**src/hw/cbst_regs.vh**
```
`ifndef CBST_REGS_VH
`define CBST_REGS_VH
// Register offsets
`define CBST_ADDR_W          9
`define CBST_OFS_SLEW        9'h00A
`define CBST_OFS_TMRTEMP     9'h00B
`define CBST_OFS_COUNT       9'h00C
`define CBST_OFS_PRELOAD     9'h00D
`define CBST_OFS_ENABLE      9'h00E
`define CBST_OFS_PEAK        9'h00F
`define CBST_OFS_IOUT        9'h010
// Field layout
`define CBST_START_SLEW_HI   6
`define CBST_START_SLEW_LO   4
`define CBST_DEF_SLEW_HI     2
`define CBST_DEF_SLEW_LO     0
`define CBST_TMR_OFF_BIT     4
`define CBST_TEMP_HI         3
`define CBST_TEMP_LO         0
`define CBST_PEAK_HI         4
`define CBST_PEAK_LO         0
// Reset values
`define CBST_RST_SLEW        8'h55
`define CBST_RST_TMRTEMP     8'h00
`define CBST_RST_PRELOAD     8'hFF
`define CBST_RST_PEAK        5'h00
`define CBST_RST_IOUT        8'h0F
// Limits and encodings
`define CBST_PEAK_MAX        5'h19
`define CBST_IOUT_MAX        8'hE1
`define CBST_IOUT_MIN        8'h0F
`define CBST_SLEW_MIN        3'h5
`define CBST_TEMP_BASE_C     8'h46
`define CBST_TEMP_STEP_C     8'h05
// Timing: core clock 40 MHz, oscillator 6 MHz, seconds tick
`define CBST_CLK_HZ          40000000
`define CBST_OSC_HZ          6000000
`define CBST_SECOND_S        1
`define CBST_SEC_CYCLES      (`CBST_CLK_HZ * `CBST_SECOND_S)
`define CBST_OSC_ACC_W       27
`define CBST_OSC_INC         28'h05B8D80
`define CBST_OSC_WRAP        28'h2625A00
`endif

```
**src/hw/cbst_osc_tick.v**
```verilog
`timescale 1ns/1ps
`include "cbst_regs.vh"
// Fractional divider: one pulse per oscillator cycle, averaged at 6 MHz
module cbst_osc_tick (
   input  wire CORE_CLK,
   input  wire RST,
   output reg  osc_tick
);
   reg [`CBST_OSC_ACC_W-1:0] acc;
   wire [`CBST_OSC_ACC_W:0]  sum;
   wire [`CBST_OSC_ACC_W:0]  wrapped;

   // Sized constants keep the accumulator arithmetic at its own width
   assign sum     = {1'b0, acc} + `CBST_OSC_INC;
   assign wrapped = sum - `CBST_OSC_WRAP;

   ////////////////////////////////////////////////////////////////////////
   // Phase accumulator; core clock is not a multiple of the oscillator
   always @(posedge CORE_CLK or posedge RST) begin
      if (RST) begin
         acc      <= {`CBST_OSC_ACC_W{1'b0}};
         osc_tick <= 1'b0;
      end else if (sum >= `CBST_OSC_WRAP) begin
         acc      <= wrapped[`CBST_OSC_ACC_W-1:0];
         osc_tick <= 1'b1;
      end else begin
         acc      <= sum[`CBST_OSC_ACC_W-1:0];
         osc_tick <= 1'b0;
      end
   end
endmodule // cbst_osc_tick

```
**src/hw/cbst_ramp.v**
```verilog
`timescale 1ns/1ps
`include "cbst_regs.vh"
// Output current ramp: one 10 mA code step per step time
module cbst_ramp (
   input  wire       CORE_CLK,
   input  wire       RST,
   input  wire       osc_tick,
   input  wire       enable,
   input  wire       starting,
   input  wire [2:0] start_rate,
   input  wire [2:0] def_rate,
   input  wire [7:0] target,
   output reg  [7:0] level,
   output reg        ramping
);
   reg  [10:0] step_cnt;
   wire [2:0]  rate;
   wire [3:0]  expo;
   wire [10:0] period;

   // Codes below the floor are raised so the step never gets too fast
   assign rate   = starting ? start_rate : def_rate;
   assign expo   = (rate < `CBST_SLEW_MIN) ? {1'b0, `CBST_SLEW_MIN} : {1'b0, rate};
   assign period = 11'h001 << expo;

   ////////////////////////////////////////////////////////////////////////
   // Step counter in oscillator cycles, one code (10 mA) per step
   always @(posedge CORE_CLK or posedge RST) begin
      if (RST) begin
         step_cnt <= 11'h000;
         level    <= 8'h00;
         ramping  <= 1'b0;
      end else if (!enable) begin
         step_cnt <= 11'h000;
         level    <= 8'h00;
         ramping  <= 1'b0;
      end else begin
         ramping <= (level != target);
         if (level == target) begin
            step_cnt <= 11'h000;
         end else if (osc_tick) begin
            if (step_cnt >= period - 11'h001) begin
               step_cnt <= 11'h000;
               level    <= (level < target) ? level + 8'h01 : level - 8'h01;
            end else begin
               step_cnt <= step_cnt + 11'h001;
            end
         end
      end
   end
endmodule // cbst_ramp

```
**src/hw/cbst_top.v**
```verilog
`timescale 1ns/1ps
`include "cbst_regs.vh"

// Summary of operation
// The start ramp rate sits in bits 6 to 4 with the same coding as the default rate.
// Output current moves in 10 mA code steps, each held for two to the power of the rate code oscillator cycles.
// Rate codes below 5 behave as 5.
// Steps are timed from the internal oscillator, 6 MHz nominal.
// Bit 4 set turns the safety countdown off, clear keeps it on.
// The warning threshold is 70 degrees plus 5 per code of bits 3 to 0.
// The eight-bit countdown drops by one each second while running.
// Reading the countdown register returns the live count and writes to it are ignored.
// A preload written while the converter is off is copied into the countdown at the next enable.
// A preload written while the converter runs goes straight into the countdown.
// The preload is whole seconds 0 to 255 and resets to 0xFF.
// The converter enable bit follows enable pin edges and may also be written.
// Peak limit code is 3000 mA plus 100 mA per code, stored as written, clamped to 0x19 at the output.
// Output current code is 250 mA plus 10 mA per code from 0x0F, clamped to 0xE1 at the output.
// Countdown expiry raises the timer event.
// Counting runs only while enabled and not turned off, and stops at zero.
module cbst_top #(
   parameter SEC_CYCLES = `CBST_SEC_CYCLES
) (
   input  wire                    CORE_CLK,
   input  wire                    RST,
   input  wire                    EN_PIN,
   input  wire                    REG_WR,
   input  wire                    REG_RD,
   input  wire [`CBST_ADDR_W-1:0] REG_ADDR,
   input  wire [7:0]              REG_WDATA,
   output reg  [7:0]              REG_RDATA,
   output reg                     REG_RVALID,
   output reg                     CONVERTER_ON,
   output reg  [4:0]              PEAK_LIMIT_OUT,
   output reg  [7:0]              OUTPUT_CURRENT_OUT,
   output reg  [7:0]              RAMP_LEVEL,
   output reg                     RAMPING,
   output reg  [7:0]              TEMP_WARNING_C,
   output reg                     TIMER_EVENT
);

   ////////////////////////////////////////////////////////////////////////
   // Storage
   reg  [7:0]  slew_rate_config;
   reg  [7:0]  timer_disable_and_temp_warning;
   reg  [7:0]  safety_countdown;
   reg  [7:0]  safety_preload;
   reg  [4:0]  peak_limit_code;
   reg  [7:0]  output_current_code;
   reg         en_pin_d;
   reg         on_d;
   reg         starting;
   reg  [25:0] sec_cnt;
   reg  [7:0]  next_countdown;
   reg         next_on;
   reg  [7:0]  next_rdata;

   wire        osc_tick;
   wire [7:0]  ramp_level;
   wire        ramp_busy;
   wire        wr_slew;
   wire        wr_tmrtemp;
   wire        wr_preload;
   wire        wr_enable;
   wire        wr_peak;
   wire        wr_iout;
   wire        safety_countdown_off;
   wire        counting;
   wire        sec_tick;
   wire [7:0]  iout_clamped;
   wire [7:0]  peak_clamped;
   wire [2:0]  default_ramp_rate;
   wire [2:0]  start_ramp_rate;
   wire [3:0]  temp_warning_threshold;

   ////////////////////////////////////////////////////////////////////////
   // Helpers
   function wr_hit;
      input [`CBST_ADDR_W-1:0] ofs;
      begin
         wr_hit = REG_WR && (REG_ADDR == ofs);
      end
   endfunction

   // Clamp a code to its maximum; shared by the two current fields
   function [7:0] clamp8;
      input [7:0] val;
      input [7:0] max;
      begin
         clamp8 = (val > max) ? max : val;
      end
   endfunction

   assign wr_slew    = wr_hit(`CBST_OFS_SLEW);
   assign wr_tmrtemp = wr_hit(`CBST_OFS_TMRTEMP);
   assign wr_preload = wr_hit(`CBST_OFS_PRELOAD);
   assign wr_enable  = wr_hit(`CBST_OFS_ENABLE);
   assign wr_peak    = wr_hit(`CBST_OFS_PEAK);
   assign wr_iout    = wr_hit(`CBST_OFS_IOUT);

   assign start_ramp_rate   = slew_rate_config[`CBST_START_SLEW_HI:`CBST_START_SLEW_LO];
   assign default_ramp_rate = slew_rate_config[`CBST_DEF_SLEW_HI:`CBST_DEF_SLEW_LO];
   assign safety_countdown_off = timer_disable_and_temp_warning[`CBST_TMR_OFF_BIT];
   assign temp_warning_threshold =
      timer_disable_and_temp_warning[`CBST_TEMP_HI:`CBST_TEMP_LO];
   // Below-minimum codes pass unchanged; floor is the host's concern
   assign iout_clamped = clamp8(output_current_code, `CBST_IOUT_MAX);
   assign peak_clamped = clamp8({3'b000, peak_limit_code}, {3'b000, `CBST_PEAK_MAX});

   ////////////////////////////////////////////////////////////////////////
   // Configuration registers, reserved bits forced to zero
   always @(posedge CORE_CLK or posedge RST) begin
      if (RST) begin
         slew_rate_config               <= `CBST_RST_SLEW;
         timer_disable_and_temp_warning <= `CBST_RST_TMRTEMP;
         peak_limit_code                <= `CBST_RST_PEAK;
         output_current_code            <= `CBST_RST_IOUT;
         safety_preload                 <= `CBST_RST_PRELOAD;
      end else begin
         if (wr_slew)
            slew_rate_config <= REG_WDATA & 8'h77;
         if (wr_tmrtemp)
            timer_disable_and_temp_warning <= REG_WDATA & 8'h1F;
         if (wr_peak)
            peak_limit_code <= REG_WDATA[`CBST_PEAK_HI:`CBST_PEAK_LO];
         if (wr_iout)
            output_current_code <= REG_WDATA;
         if (wr_preload)
            safety_preload <= REG_WDATA;
      end
   end

   ////////////////////////////////////////////////////////////////////////
   // Converter enable: pin edges beat a same-cycle software write
   always @* begin
      next_on = CONVERTER_ON;
      if (wr_enable)
         next_on = REG_WDATA[0];
      if (EN_PIN && !en_pin_d)
         next_on = 1'b1;
      else if (!EN_PIN && en_pin_d)
         next_on = 1'b0;
   end

   always @(posedge CORE_CLK or posedge RST) begin
      if (RST) begin
         en_pin_d     <= 1'b0;
         CONVERTER_ON <= 1'b0;
         on_d         <= 1'b0;
         starting     <= 1'b0;
      end else begin
         en_pin_d     <= EN_PIN;
         CONVERTER_ON <= next_on;
         on_d         <= CONVERTER_ON;
         // Start rate applies until the first ramp after enable settles
         if (CONVERTER_ON && !on_d)
            starting <= 1'b1;
         else if (!CONVERTER_ON || (on_d && !ramp_busy && !RAMPING))
            starting <= 1'b0;
      end
   end

   ////////////////////////////////////////////////////////////////////////
   // Seconds prescaler, restarted whenever counting stops
   assign counting = CONVERTER_ON && !safety_countdown_off && (safety_countdown != 8'h00);
   assign sec_tick = counting && (sec_cnt == SEC_CYCLES - 1);

   always @(posedge CORE_CLK or posedge RST) begin
      if (RST)
         sec_cnt <= 26'h0000000;
      else if (!counting || sec_tick)
         sec_cnt <= 26'h0000000;
      else
         sec_cnt <= sec_cnt + 26'h0000001;
   end

   ////////////////////////////////////////////////////////////////////////
   // Countdown: load on enable edge or running write, else tick down
   always @* begin
      next_countdown = safety_countdown;
      if (sec_tick)
         next_countdown = safety_countdown - 8'h01;
      if (CONVERTER_ON && !on_d)
         next_countdown = safety_preload;
      if (wr_preload && CONVERTER_ON)
         next_countdown = REG_WDATA;
   end

   always @(posedge CORE_CLK or posedge RST) begin
      if (RST) begin
         safety_countdown <= 8'h00;
         TIMER_EVENT      <= 1'b0;
      end else begin
         safety_countdown <= next_countdown;
         // Pulse on the tick that reaches zero
         TIMER_EVENT <= sec_tick && (safety_countdown == 8'h01);
      end
   end

   ////////////////////////////////////////////////////////////////////////
   // Ramp engine and oscillator tick
   cbst_osc_tick u_osc (
      .CORE_CLK (CORE_CLK),
      .RST      (RST),
      .osc_tick (osc_tick)
   );

   cbst_ramp u_ramp (
      .CORE_CLK   (CORE_CLK),
      .RST        (RST),
      .osc_tick   (osc_tick),
      .enable     (CONVERTER_ON),
      .starting   (starting),
      .start_rate (start_ramp_rate),
      .def_rate   (default_ramp_rate),
      .target     (iout_clamped),
      .level      (ramp_level),
      .ramping    (ramp_busy)
   );

   ////////////////////////////////////////////////////////////////////////
   // Outputs registered
   always @(posedge CORE_CLK or posedge RST) begin
      if (RST) begin
         PEAK_LIMIT_OUT     <= `CBST_RST_PEAK;
         OUTPUT_CURRENT_OUT <= `CBST_RST_IOUT;
         RAMP_LEVEL         <= 8'h00;
         RAMPING            <= 1'b0;
         TEMP_WARNING_C     <= `CBST_TEMP_BASE_C;
      end else begin
         PEAK_LIMIT_OUT     <= peak_clamped[`CBST_PEAK_HI:`CBST_PEAK_LO];
         OUTPUT_CURRENT_OUT <= iout_clamped;
         RAMP_LEVEL         <= ramp_level;
         RAMPING            <= ramp_busy;
         // 70 + 5*N degrees, at most 145
         TEMP_WARNING_C     <= `CBST_TEMP_BASE_C
                               + {4'h0, temp_warning_threshold} * `CBST_TEMP_STEP_C;
      end
   end

   ////////////////////////////////////////////////////////////////////////
   // Read mux; unmapped offsets read zero
   always @* begin
      case (REG_ADDR)
         `CBST_OFS_SLEW:    next_rdata = slew_rate_config;
         `CBST_OFS_TMRTEMP: next_rdata = timer_disable_and_temp_warning;
         `CBST_OFS_COUNT:   next_rdata = safety_countdown;
         `CBST_OFS_PRELOAD: next_rdata = safety_preload;
         `CBST_OFS_ENABLE:  next_rdata = {7'h00, CONVERTER_ON};
         `CBST_OFS_PEAK:    next_rdata = {3'b000, peak_limit_code};
         `CBST_OFS_IOUT:    next_rdata = output_current_code;
         default:           next_rdata = 8'h00;
      endcase
   end

   always @(posedge CORE_CLK or posedge RST) begin
      if (RST) begin
         REG_RDATA  <= 8'h00;
         REG_RVALID <= 1'b0;
      end else begin
         REG_RVALID <= REG_RD;
         if (REG_RD)
            REG_RDATA <= next_rdata;
      end
   end

endmodule // cbst_top

```
**config.mk**
```make
export PLATFORM = sky130hd
export DESIGN_NAME = cbst_top
export DESIGN_NICKNAME = d
export VERILOG_FILES = /design/src/hw/cbst_osc_tick.v /design/src/hw/cbst_ramp.v /design/src/hw/cbst_top.v
export VERILOG_INCLUDE_DIRS = /design/src /design/src/hw
export SDC_FILE = /design/constraint.sdc
export NUM_CORES = 1
export LEC_CHECK = 0
export CAP_MARGIN = 20
export CORE_MARGIN = 2
export CORE_UTILIZATION = 45
export CTS_CLUSTER_DIAMETER = 100
export DETAILED_ROUTE_END_ITERATION = 8
export DONT_BUFFER_PORTS = 1
export GPL_TIMING_DRIVEN = 0
export PLACE_DENSITY = 0.63
export SLEW_MARGIN = 30
export SYNTH_ARGS = -nofsm -noshare
export SYNTH_HDL_FRONTEND = slang
export SYNTH_HIERARCHICAL = 1
export SYNTH_SLANG_ARGS = --single-unit
```
**constraint.sdc**
```tcl
create_clock -name CORE_CLK -period 4.2 [get_ports CORE_CLK]
set_clock_uncertainty 0.1 [all_clocks]
set_input_delay 0.63 -clock CORE_CLK [delete_from_list [all_inputs] [get_ports CORE_CLK]]
set_output_delay 0.63 -clock CORE_CLK [all_outputs]
set_load 0.02 [all_outputs]
```
* Yosys cells after proc, flatten, opt, wreduce, memory -nomap -nowiden *
Cells that the tools add are included.

cells by class
  $add $sub $neg = 9
  multipliers = 1
  $lt $le $gt $ge = 6
  eq/ne operators = 15
  shift operators = 1
  muxes and demuxes = 26
  reduce and logical (&&, ||, !) cells = 31

operators with widths
  cell                                                                  number
  two-way mux 8 bit                                                     9
  case mux 8 bit (7 select lines)                                       1
  == test 9 x 4 -> 1 bit (second input constant)                        6
  two-way mux 11 bit                                                    4
  adder 27 x 23 -> 28 bit (second input constant)                       1
  greater-or-equal comparator 28 x 26 -> 1 bit (second input constant)  1
  two-way mux 27 bit                                                    1
  subtractor 27 x 26 -> 27 bit (second input constant)                  1
  adder 26 x 1 -> 26 bit (second input constant)                        1
  == test 26 bit (second input constant)                                1
  two-way mux 26 bit                                                    1
  logical AND 1 bit                                                     16
  subtractor 8 x 1 -> 8 bit (second input constant)                     2
  adder 11 x 1 -> 11 bit (second input constant)                        1
  greater-or-equal comparator 11 bit                                    1
  left shift 1 x 4 -> 11 bit (first input constant)                     1
  subtractor 11 x 1 -> 11 bit (second input constant)                   1
  == test 9 x 5 -> 1 bit (second input constant)                        1
  adder 7 x 7 -> 8 bit (first input constant)                           1
  adder 8 x 1 -> 8 bit (second input constant)                          1
  == test 8 x 1 -> 1 bit (second input constant)                        1
  == test 8 bit                                                         1
  > comparator 8 bit (second input constant)                            1
  logical NOT 1 bit                                                     8
  16 further kinds                                                      26

word-level totals
  register bits = 158
  input port bits = 22
  output and inout port bits = 41
  logic and storage cells = 113

* Longest topological paths before layout *
Gate-level depths: netlist of the first run.

  depth after elaboration = 10
  depth in mapped cells = 16
  mapped depth without buffers = 16

* Modules after synthesis *
The synthesis of the first run kept the hierarchy.

modules (own cells, without submodules)
  module         instances  cells each  area an instance (um2)  sequential area each (um2)
  cbst_top       1          453         5163.7                  2781.4
  cbst_osc_tick  1          221         1829.3                  525.5
  cbst_ramp      1          180         1616.6                  500.5

* Worst setup path before layout of the first run *
OpenSTA, ideal clock, no wires.

  path type = reg-to-reg
  start point = register u_osc.acc[7]
  end point = register u_osc.acc[24]
  setup time = 0.129 ns
  data arrival time = 3.005 ns
  data required time = 3.971 ns
  path slack = 0.966 ns
  cell stages (with the launch flop) = 13
  path buffers = 1
  clock period less this slack = 3.234 ns
  cell sequence = dfrtp_1 inv_1 ha_1 nor3b_2 o31ai_2 a21oi_2 xnor2_1 nand2b_1 or4_1 and3_1 buf_6 or3_1 xor2_1

on the way
  cells in the longest elaborated chain, start to end = 3
  elaborated cells on any way between the ends = 4
  classes of those cells = 2 x add/sub; 1 x order compare; 1 x mux

RTL lines
  what                                                                                                           line                text
  start, declared                                                                                                cbst_osc_tick.v:9   reg [`CBST_OSC_ACC_W-1:0] acc;
  start signal, assigned                                                                                         cbst_osc_tick.v:21  acc <= {`CBST_OSC_ACC_W{1'b0}};
  start signal, assigned                                                                                         cbst_osc_tick.v:24  acc <= wrapped[`CBST_OSC_ACC_W-1:0];
  start signal, assigned                                                                                         cbst_osc_tick.v:27  acc <= sum[`CBST_OSC_ACC_W-1:0];
  adder 27 x 23 -> 28 bit (no line) *                                                                            --
  via u_osc.sum[7]                                                                                               cbst_osc_tick.v:10  wire [`CBST_OSC_ACC_W:0] sum;
  subtractor 27 x 26 -> 27 bit (no line) / greater-or-equal comparator 28 x 26 -> 1 bit (equally long branches)  --
  two-way mux 27 bit *                                                                                           cbst_osc_tick.v:23  end else if (sum >= `CBST_OSC_WRAP) begin

The timed path passes the listed nets; every way through them passes the cells marked *.
A chain may end at the register's enable or synchronous reset.

* Final worst setup path of the first run *
Same ends and word-level chain as after synthesis.

==> results of run 1 <==
-- routing by layer --
layer | global-route usage | wire, microns
met4 | 0.0693 | 380
met3 | 0.0437 | 1020
met2 | 0.304 | 8900
met1 | 0.279 | 9000
met5 | 0 | 0
-- stage by stage --
step                      hold WS [ps]  power (mW)  instances  utilization
after floorplan                    249        1.92        855            -
after global placement             268        2.01       1089        0.475
after detailed placement           271        2.02       1090        0.476
after CTS                          113        3.50       1123        0.507
after global routing               106        3.63       1123        0.507
final                              130        3.47       1123        0.507
-- cells in the final DEF (no fill, tap or decap), types with 10 or more instances in the layout --
master	n
nand2b_1	14
o21ai_0	32
nand2_1	57
xor2_1	27
nor2_1	62
nor4_1	12
and2_1	10
a21oi_1	38
clkbuf_1	17
clkbuf_16	17
dfstp_2	23
nor3_1	19
mux2_2	35
mux2i_1	12
dfrtp_1	128
nand3_1	29
and3_1	13
nor2b_1	10
ha_1	36
inv_1	45
xnor2_1	38
nand4_1	14
-- sequential cells by signal (all words and copies together) (netlist names), 6 cells and up --
name / count
sec_cnt: 26
u_osc/acc: 20
u_ramp/step_cnt: 11
OUTPUT_CURRENT_OUT: 8
RAMP_LEVEL: 8
REG_RDATA: 8
TEMP_WARNING_C: 8
output_current_code: 8
safety_countdown: 8
safety_preload: 8
u_ramp/level: 8
slew_rate_config: 6
-- cell families after synthesis --
logic type,after synthesis,synth area share
xor+xnor,65,0.0661
other cells,2,0.000872
fa+ha+maj,39,0.0581
buf+inv,78,0.0394
mux,47,0.0597
flops,151,0.442
simple gates,295,0.192
compound gates,177,0.142
-- worst register-to-register path, delay by kind of cell (launching register included) --
family          cells  cell delay (ps)
simple gates        4             1440
xor+xnor            2              750
flops               1              430
compound gates      2              390
fa+ha+maj           1              300
buf+inv             2              230
-- power by group --
part	internal [mW]	total [mW]	switching, mW
clock	0.825	1.48	0.650
combinational	0.158	0.362	0.204
sequential	1.53	1.63	0.108
-- cell type report --
type / count / area, sq um / share of cell area
inverter: 48 / 188 / 0.0197
buffer: 30 / 159 / 0.0167
clock buffer: 17 / 425 / 0.0447
tap: 234 / 293 / 0.0307
clock inverter: 15 / 145 / 0.0152
sequential: 151 / 3810 / 0.400
timing repair buffer: 2 / 37.5 / 0.00394
multi-input combinational: 626 / 4470 / 0.469
-- path summary, 6_finish.rpt --
check / from / to / slack, ps / cells after the start
setup / recovery: u_osc/acc[7] / u_osc/acc[24] / 450 / 11
hold / removal: RST / u_ramp/step_cnt[1] / 130 / 1
setup reg to reg: u_osc/acc[7] / u_osc/acc[24] / 450 / 11
hold reg to reg: u_ramp/ramping / RAMPING / 270 / 0
max in group asynchronous: RST / safety_preload[7] / 2760 / 3
min in group CORE_CLK: REG_RD / REG_RVALID / 130 / 0
-- what timing repair did --
| action | in CTS | in global routing |
|---|---|---|
| endpoints found under the hold margin | 31 | 0 |
| setup endpoints to repair | 0 | 0 |
| setup buffers | 0 | 0 |
| hold buffers | 1 | 0 |
==> impl_metrics.csv, run 1 <==
group,metric,value,unit
route,routed_wl,19.3,mm
sta,maxClockFrequency,266,MHz
cts,cts.sinks,151,
run,cap_violations,0,
global_routing,grt_pass1_vias,6148,
setup_path,path_cells,"inv_1 -> ha_1 -> nor3b_2 -> o31ai_2 -> xnor2_1 -> a221oi_2 -> or4_1 -> and3_1 -> buf_6 -> or3_1 -> xor2_1",
sta,maxSlewHeadroom,0.430,
synth,ys_seq_area_frac,0.442,
route,wl_per_cell,17.2,microns
synth,synth_edf_count,0,
status,outcome,"complete, no violations",
synth,synthesis.area,8610,sq um
placed_design,post-place-ws,458,ps
floorplan,chipHeight,142,microns
synth,synth_top_area_share,0.372,
synth,synth-async-reset-ratio,1.00,
synth,yosysMostFrequentCell,"dfrtp_1",
power,p_per_area,365,nW/um^2
sta,period_needed,3750,ps
global_routing,grt_pass1_wl,32.0,mm
cells_and_area,diodes,0,
floorplan,io_pins,63,
floorplan,dieArea,20300,sq um
setup_path,cp_data_required_time,4410,ps
cts,numCtsBuffers,17,
global_routing,grt-ovfl-total,0,
cts,htree_levels,4,
route,ant_nets,0,
setup_path,worstSetupStartpointType,"register",
floorplan,die_width,142,microns
synth,synth_top_cells_by_count,"dfrtp_1 (128), nor2_1 (62), nand2_1 (57), inv_1 (46)",
global_routing,grt_max_degree,71,
setup_path,cp_slowest_cell,"xnor2_1",
floorplan,start_util,0.459,
setup_path,cp-end-kind,"register",
setup_path,critPathBufInv,2,
setup_path,critPathTopFamily,"simple AND/OR/NAND/NOR gates",
cts,cts_root_buf,"clkbuf_16",
sta,hold_viol_final,0,
cts,insertion_delay,430,ps
floorplan,rows,50,
route,drt_first_pass_iters,5,
cells_and_area,fillers,1707,
synth,avgSynthCellArea,10.1,sq um
cts,cts_resized,0,
placed_design,place_hpwl,13.8,mm
synth,yosys_most_used_dff,"dfrtp_1",
setup_path,critical_path_class,"reg2reg",
sta,fin_tns_setup,0,ps
sta,max_slew.worst_pin.slew,854,ps
sta,fin_ws,445,ps
min_path,hold_class,"in2async",
synth,postSynthCellCount,854,
sta,period_share,0.894,
cells_and_area,design_area,9520,sq um
cts,cts_tree,"yes",
setup_path,arrival,3960,ps
floorplan,fp.coreArea,18800,sq um
sta,rsz0062_at_grt,"false",
power,irDropWorstVdd,216,uV
global_routing,antenna_found_initial,0,
sta,setup_violations,0,
placed_design,gp_congestion,0.852,
setup_path,critPathMaxStageDelay,590,ps
synth,synth_area_leader_cell,"dfrtp_1",
cts,clkTransAtPathRegs,70,ps
route,num_vias,6477,
synth,synth.distinct_cells,87,
setup_path,cp_max_fo,8,
global_routing,grt_usage,0.199,
synth,ys_ff_latch,151,
cells_and_area,drive_above_1_share,0.154,
route,viasPerCell,5.77,
cells_and_area,syn_to_final_growth,10.6,%
placed_design,post_dp_cell_area,8940,sq um
route,drc_errors,0,
sta,finalMaxSlewViolations,0,
placed_design,io_buffers,0,
synth,ys_warn_count,6,
power,p_leak,4.03,nW
cts,clock_path_buffers,2,
cells_and_area,nNetsFinal,936,
route,dr.first_iter.drc_count,384,
synth,synth_area_leaders,"dfrtp_1 (37%), dfstp_2 (7.0%), ha_1 (5.2%)",
No activity file was read; power rests on OpenSTA's default activity.
==> run 2: changes to the inputs <==
--- a/config.mk
+++ b/config.mk
@@ -6,6 +6,7 @@
 export SDC_FILE = /design/constraint.sdc
 export NUM_CORES = 1
 export LEC_CHECK = 0
+export ABC_AREA = 1
 export CAP_MARGIN = 20
 export CORE_MARGIN = 2
 export CORE_UTILIZATION = 45
==> run 2 against run 1 <==
  * Critical path type unchanged
  * Total power grew 7.8%
  * Critical endpoint is now u_ramp/level[7]
  * Die area grew 9.6%
  * Via count grew 23%
  * Largest cell class unchanged
==> impl_metrics.csv, run 2 <==
group,metric,value,unit
synth,ys_warn_count,6,
cells_and_area,nNetsFinal,1344,
sta,fin_tns_setup,0,ps
synth,synth_fa_ha_area_frac,0.0518,
setup_path,regToRegStartpoint,"output_current_code[2]",
cells_and_area,drive_above_1_share,0.140,
power,pwr-share-seq,0.434,
floorplan,io_pins,63,
cells_and_area,reg_top3,"sec_cnt (26), u_osc/acc (20), u_ramp/step_cnt (11)",
sta,hold_ws,41.1,ps
cts,cts_root_buf,"clkbuf_16",
setup_path,worstSetupStartpointType,"register",
setup_path,arrival,3530,ps
synth,yosysMostFrequentCell,"nand2_1",
power,power_switching,1.05,mW
sta,setup_violations,0,
cells_and_area,regMostFlops,"sec_cnt",
cells_and_area,diodes,0,
power,p_per_area,358,nW/um^2
global_routing,grt_max_degree,79,
power,pwr-share-comb,0.145,
cells_and_area,syn_to_final_growth,10.6,%
setup_path,cp_data_required_time,4420,ps
placed_design,post_dp_cell_area,9850,sq um
power,p_int,2.69,mW
cts,cts.sinks,151,
global_routing,grt-ovfl-total,0,
placed_design,dpl.cell_count,1539,
floorplan,dieArea,22200,sq um
placed_design,gp_congestion,0.896,
synth,ys_ff_latch,151,
route,ant_nets,0,
cells_and_area,final_common_cell,"nand2_1",
global_routing,grt_pass1_wl,38.3,mm
synth,yosys.area_share.xor_xnor,0.0360,
synth,synth.distinct_cells,48,
placed_design,io_buffers,0,
floorplan,rows,53,
sta,period_needed,3320,ps
sta,hold_viol_final,0,
cts,htree_levels,4,
synth,synth_edf_count,0,
route,num_vias,7964,
route,viasPerCell,5.07,
synth,synth-async-reset-ratio,1.00,
cts,clkTransAtPathRegs,60,ps
synth,synth.area.mux_share,0,
run,cap_violations,0,
cells_and_area,design_area,10500,sq um
global_routing,grt_pass1_vias,7706,
synth,synth_top_family_by_area,"simple AND/OR/NAND/NOR gates",
synth,synth_area_leaders,"dfrtp_1 (34%), nand2_1 (15%), nand3_1 (6.6%)",
power,clkPwrFrac,0.421,
cts,cts_resized,0,
sta,rsz0062_at_grt,"false",
synth,synth-compound-area-share,0.0567,
floorplan,fp.coreArea,20800,sq um
cells_and_area,largest_register_ffs,26,
floorplan,chipHeight,149,microns
synth,synth_simple_gate_area_frac,0.375,
sta,maxClockFrequency,301,MHz
sta,max_slew.worst_pin.slew,844,ps
power,swShare,0.281,
synth,yosys_most_used_dff,"dfrtp_1",
floorplan,die_width,149,microns
power,irDropWorstVdd,280,uV
route,routed_wl,22.9,mm
placed_design,place_hpwl,17.7,mm
cts,postCtsSetupRepairBufs,0,
power,p_leak,5.20,nW
synth,avgSynthCellArea,7.50,sq um
route,wl_per_cell,14.5,microns
global_routing,grt_usage,0.216,
synth,synth_top_cells_by_count,"nand2_1 (375), inv_1 (136), nor2_1 (130), dfrtp_1 (128), nand3_1 (124)",
cells_and_area,layout.cells.non_filler,1572,
synth,postSynthCellCount,1262,
min_path,hold_class,"in2async",
cts,cts_tree,"yes",
global_routing,antenna_found_initial,0,
route,dr.first_iter.drc_count,400,
setup_path,startpoint,"output_current_code[2]",
cts,numCtsBuffers,17,
synth,synthesis.area,9460,sq um
sta,finalMaxSlewViolations,0,
route,drc_errors,0,
cells_and_area,final_cell_mix,"nand2_1 (375), inv_1 (134), nor2_1 (130)",
setup_path,cp-end-kind,"register",
floorplan,start_util,0.455,
sta,fin_ws,883,ps
setup_path,critical_path_class,"reg2reg",
synth,synth_area_leader_cell,"dfrtp_1",
synth,ys_seq_area_frac,0.402,
status,outcome,"complete, no violations",
sta,period_share,0.790,
placed_design,post-place-ws,942,ps
setup_path,cp_max_fo,9,
sta,maxSlewHeadroom,0.437,
synth,synth_top_area_share,0.338,
cts,clock_path_buffers,2,
cts,insertion_delay,420,ps
route,drt_first_pass_iters,5,
[run 2: cell count changes after synthesis, sizes merged, moves of 26 or more]
cell	delta
inv	+110
mux2	-35
nand2	+353
nand3	+104
nand4	+26
nor2	+92
xnor2	-27
[run 2: layer usage]
metal	routed length (microns)	part of all wire	GRT usage
met2	10900	0.48	0.362
met4	562	0.025	0.0852
met1	10500	0.46	0.279
met3	880	0.038	0.0364
met5	0	0	0
[run 2: logic make-up after synthesis]
family / Yosys count
AND/OR/NAND/NOR: 762
adder cells (fa/ha/maj): 38
other: 2
flip-flops: 151
AO/OA/AOI/OAI: 92
XOR/XNOR: 38
buffers and inverters: 179
[run 2: critical path, cell delays in order, from the launching register on]
cell and delay (ps):
dfstp_2 550, inv_1 50, a31oi_1 310, nor2_1 130, inv_1 80, ha_1 220, nand2_1 130, inv_1 50
nand2_1 60, nand2_1 50, nand2_1 90, nand2_1 230, ha_1 430, a21oi_1 250, o21ai_0 120, a21oi_1 150
nand3_1 90, nand3_1 70, nand2_1 50
[run 2: metrics by stage]
step | total power [mW] | utilization
6_report | 3.74 | 0.503
5_1_grt | 3.93 | 0.503
4_1_cts | 3.77 | 0.503
3_5_place_dp | 2.19 | 0.473
3_3_place_gp | 2.18 | 0.471
2_1_floorplan | 2.04 | -
[run 2: layout make-up]
class,instances,area (sq um)
multi-input cells,933,4920
flip-flops and latches,151,3810
repair buffers,2,37.5
well taps,275,344
plain buffers,21,141
clock inverters,7,88.8
inverters,158,602
clock buffers,25,526
fillers,2030,10400
[run 2: path summary, 6_finish.rpt]
path / end / slack (ps) / depth (start not counted)
setup / recovery: u_ramp/level[7] / 880 / 18
setup reg to reg: u_ramp/level[7] / 880 / 18
max in group asynchronous: TEMP_WARNING_C[2] / 2720 / 3
min in group CORE_CLK: en_pin_d / 130 / 0
hold / removal: u_ramp/step_cnt[0] / 40 / 1
hold reg to reg: RAMPING / 280 / 0
[run 2: power by group through the flow]
stage	registers [mW]	clock network (mW)	logic, mW
5_1_grt	1.63	1.67	0.626
3_5_place_dp	1.65	0	0.543
2_1_floorplan	1.62	0	0.428
3_3_place_gp	1.65	0	0.530
4_1_cts	1.62	1.60	0.546
6_report	1.63	1.58	0.541
[run 2: timing repair]
action	in CTS	in global routing
endpoints found under the setup margin	0	0
endpoints found under the hold margin	26	0
hold buffers	1	0
==> run 3: changes to the inputs <==
--- a/config.mk
+++ b/config.mk
@@ -6,7 +6,7 @@
 export SDC_FILE = /design/constraint.sdc
 export NUM_CORES = 1
 export LEC_CHECK = 0
-export ABC_AREA = 1
+export ABC_AREA = 0
 export CAP_MARGIN = 20
 export CORE_MARGIN = 2
 export CORE_UTILIZATION = 45
@@ -14,7 +14,7 @@
 export DETAILED_ROUTE_END_ITERATION = 8
 export DONT_BUFFER_PORTS = 1
 export GPL_TIMING_DRIVEN = 0
-export PLACE_DENSITY = 0.63
+export PLACE_DENSITY = 0.65
 export SLEW_MARGIN = 30
 export SYNTH_ARGS = -nofsm -noshare
 export SYNTH_HDL_FRONTEND = slang
==> constraint.sdc (replaced) <==
create_clock -name CORE_CLK -period 2.85 [get_ports CORE_CLK]
set_clock_uncertainty 0.1 [all_clocks]
set_input_delay 0.4275 -clock CORE_CLK [delete_from_list [all_inputs] [get_ports CORE_CLK]]
set_output_delay 0.4275 -clock CORE_CLK [all_outputs]
set_load 0.02 [all_outputs]
==> run 3 against run 2 <==
  * The flow now finishes with violations (setup timing)
  * Non-clock buffer count up 75
  * Wire length down 9.9%
  * Via count down 14%
  * Critical path depth down 5
  * Final cell count down 24%
  * Sequential share of layout area down 1.2 points
  * Global-route usage down 1.0 points
  * Count of clock-buffer cells in the layout down 7
  * Fmax up 1.6%
  * Largest cell class unchanged
==> impl_metrics.csv, run 3 (synthesized netlist as in run 1, its figures left out) <==
group,metric,value,unit
setup_path,cp_max_fo,7,
setup_path,r2r_end,"u_ramp/level[4]",
run,cap_violations,0,
placed_design,gp_congestion,0.851,
status,violations,"setup timing",
power,p_int,3.88,mW
cts,insertion_delay,420,ps
floorplan,chipHeight,142,microns
route,ant_nets,0,
power,p_per_area,496,nW/um^2
power,irDropWorstVdd,471,uV
global_routing,grt_pass1_vias,6415,
cts,clkTransAtPathRegs,70,ps
route,viasPerCell,5.72,
power,total_power,5.38,mW
cells_and_area,layout.cells.non_filler,1190,
global_routing,grt_usage,0.206,
setup_path,reg2reg_depth,13,
placed_design,io_buffers,0,
cells_and_area,final_common_cell,"dfrtp_1",
cells_and_area,reg_top3,"sec_cnt (26), u_osc/acc (20), u_ramp/step_cnt (11)",
setup_path,critPathMaxStageDelay,550,ps
cells_and_area,drive_above_1_share,0.312,
route,drc_errors,0,
cells_and_area,final_cell_mix,"dfrtp_1 (123), nor2_1 (56), buf_4 (56)",
setup_path,regToRegStartpoint,"output_current_code[1]",
setup_path,cp.depth,13,
floorplan,io_pins,63,
sta,fin_ws,-415,ps
status,outcome,"finished, violations left",
sta,max_slew.worst_pin.slew,825,ps
global_routing,antenna_found_initial,0,
placed_design,dpl.cell_count,1093,
setup_path,cp_slowest_cell,"dfstp_2",
cells_and_area,diodes,0,
floorplan,die_width,142,microns
floorplan,rows,50,
global_routing,grt_max_degree,31,
setup_path,path_cells,"nor4_1 -> o21bai_1 -> ha_2 -> nor2b_1 -> o211ai_1 -> a21oi_2 -> or2_4 -> ha_4 -> nor2b_1 -> o21a_1 -> o21a_1 -> or4_4 -> a21oi_2",
sta,setup_violations,21,
route,wl_per_cell,17.3,microns
min_path,hold_class,"in2reg",
global_routing,grt-ovfl-total,0,
setup_path,cp_data_required_time,3100,ps
sta,maxClockFrequency,306,MHz
cells_and_area,largest_register_ffs,26,
sta,maxSlewHeadroom,0.447,
cells_and_area,regMostFlops,"sec_cnt",
placed_design,place_hpwl,13.8,mm
power,power_switching,1.49,mW
power,clkPwrFrac,0.441,
setup_path,startpoint,"output_current_code[1]",
power,p_leak,4.61,nW
route,dr.first_iter.drc_count,422,
setup_path,r2r_setup_slack,-420,ps
cts,cts_tree,"yes",
power,pwr-share-comb,0.111,
setup_path,worstSetupStartpointType,"register",
setup_path,critical_path_class,"reg2reg",
route,routed_wl,20.6,mm
cts,clock_path_buffers,2,
sta,period_needed,3270,ps
placed_design,post-place-ws,-524,ps
global_routing,grt_pass1_wl,33.5,mm
setup_path,cp-end-kind,"register",
setup_path,critPathBufInv,0,
cts,cts.sinks,151,
sta,rsz0062_at_grt,"true",
cts,cts_root_buf,"clkbuf_16",
sta,period_share,1.15,
sta,finalMaxSlewViolations,0,
cts,numCtsBuffers,17,
floorplan,fp.coreArea,18800,sq um
floorplan,start_util,0.459,
power,swShare,0.278,
setup_path,crit_end,"u_ramp/level[4]",
cells_and_area,syn_to_final_growth,25.9,%
setup_path,arrival,3510,ps
cells_and_area,nNetsFinal,1003,
cts,htree_levels,4,
route,num_vias,6811,
power,pwr-share-seq,0.448,
floorplan,dieArea,20300,sq um
setup_path,critPathTopFamily,"compound AO/OA/AOI/OAI gates",
route,drt_first_pass_iters,7,
sta,hold_viol_final,0,
-- run 3: changes by cell type in the layout (fill, tap and decap cells not counted), sizes merged, moves of 18 or more --
cell and change:
buf +61, nand4 -26, inv -101, nor2 -92, nand2 -353, xnor2 +27
nand3 -104, o21ai -18, a21oi +25, mux2 +35
-- run 3: per-stage QoR --
| step | area [sq um] | TNS [ps] | hold slack (ps) | utilization |
|---|---|---|---|---|
| 6_report | 10800 | -4500 | 26.7 | 0.577 |
| 4_1_cts | 10300 | -3770 | 9.70 | 0.551 |
| 2_1_floorplan | 8750 | -1010 | 249 | - |
| 3_5_place_dp | 9130 | -7580 | 213 | 0.486 |
| 3_3_place_gp | 9040 | -7620 | 265 | 0.482 |
| 5_1_grt | 10800 | -7010 | 24.6 | 0.577 |
-- run 3: how the worst min path moves through the flow --
stage,start,to,slack (ps),cells after the start
3_3_place_gp,u_ramp/ramping,RAMPING,270,0
3_5_place_dp,RST,RAMPING,210,1
4_1_cts,RST,u_osc/acc[23],10,1
2_1_floorplan,u_ramp/ramping,RAMPING,250,0
5_1_grt,REG_WDATA[0],peak_limit_code[0],20,1
6_report,REG_WDATA[0],safety_countdown[0],30,2
-- run 3: power by group through the flow --
stage / clock network [mW] / logic [mW] / registers (mW)
global route: 2.53 / 0.680 / 2.42
CTS: 2.41 / 0.586 / 2.41
detailed placement: 0 / 0.551 / 2.45
global placement: 0 / 0.529 / 2.44
finish: 2.37 / 0.600 / 2.41
floorplan: 0 / 0.442 / 2.39
-- run 3: repair_timing --
| item | CTS | global route |
|---|---|---|
| cloned | 1 | 1 |
| endpoints found under the setup margin | 24 | 35 |
| pin swaps | 47 | 47 |
| hold endpoints to repair | 34 | 21 |
| hold buffers | 3 | 1 |
| setup buffers | 37 | 26 |
| gates resized for setup | 59 | 60 |
-- run 3: per-layer routing --
metal | vias up | global-route usage | part of all wire
li1 | 3258 | - | -
met1 | 3367 | 0.283 | 0.45
met2 | 166 | 0.333 | 0.49
met3 | 20 | 0.0404 | 0.044
met4 | 0 | 0.0547 | 0.013
met5 | - | 0 | 0
-- run 3: final cells by class --
cell class              count  area, sq um
flip-flops and latches    151         3810
repair inverters            1         7.51
repair buffers             70          652
plain buffers              28          160
clock inverters            14          179
well taps                 234          293
multi-input cells         626         5100
fillers                  1540         7930
clock buffers              18          439
inverters                  48          193
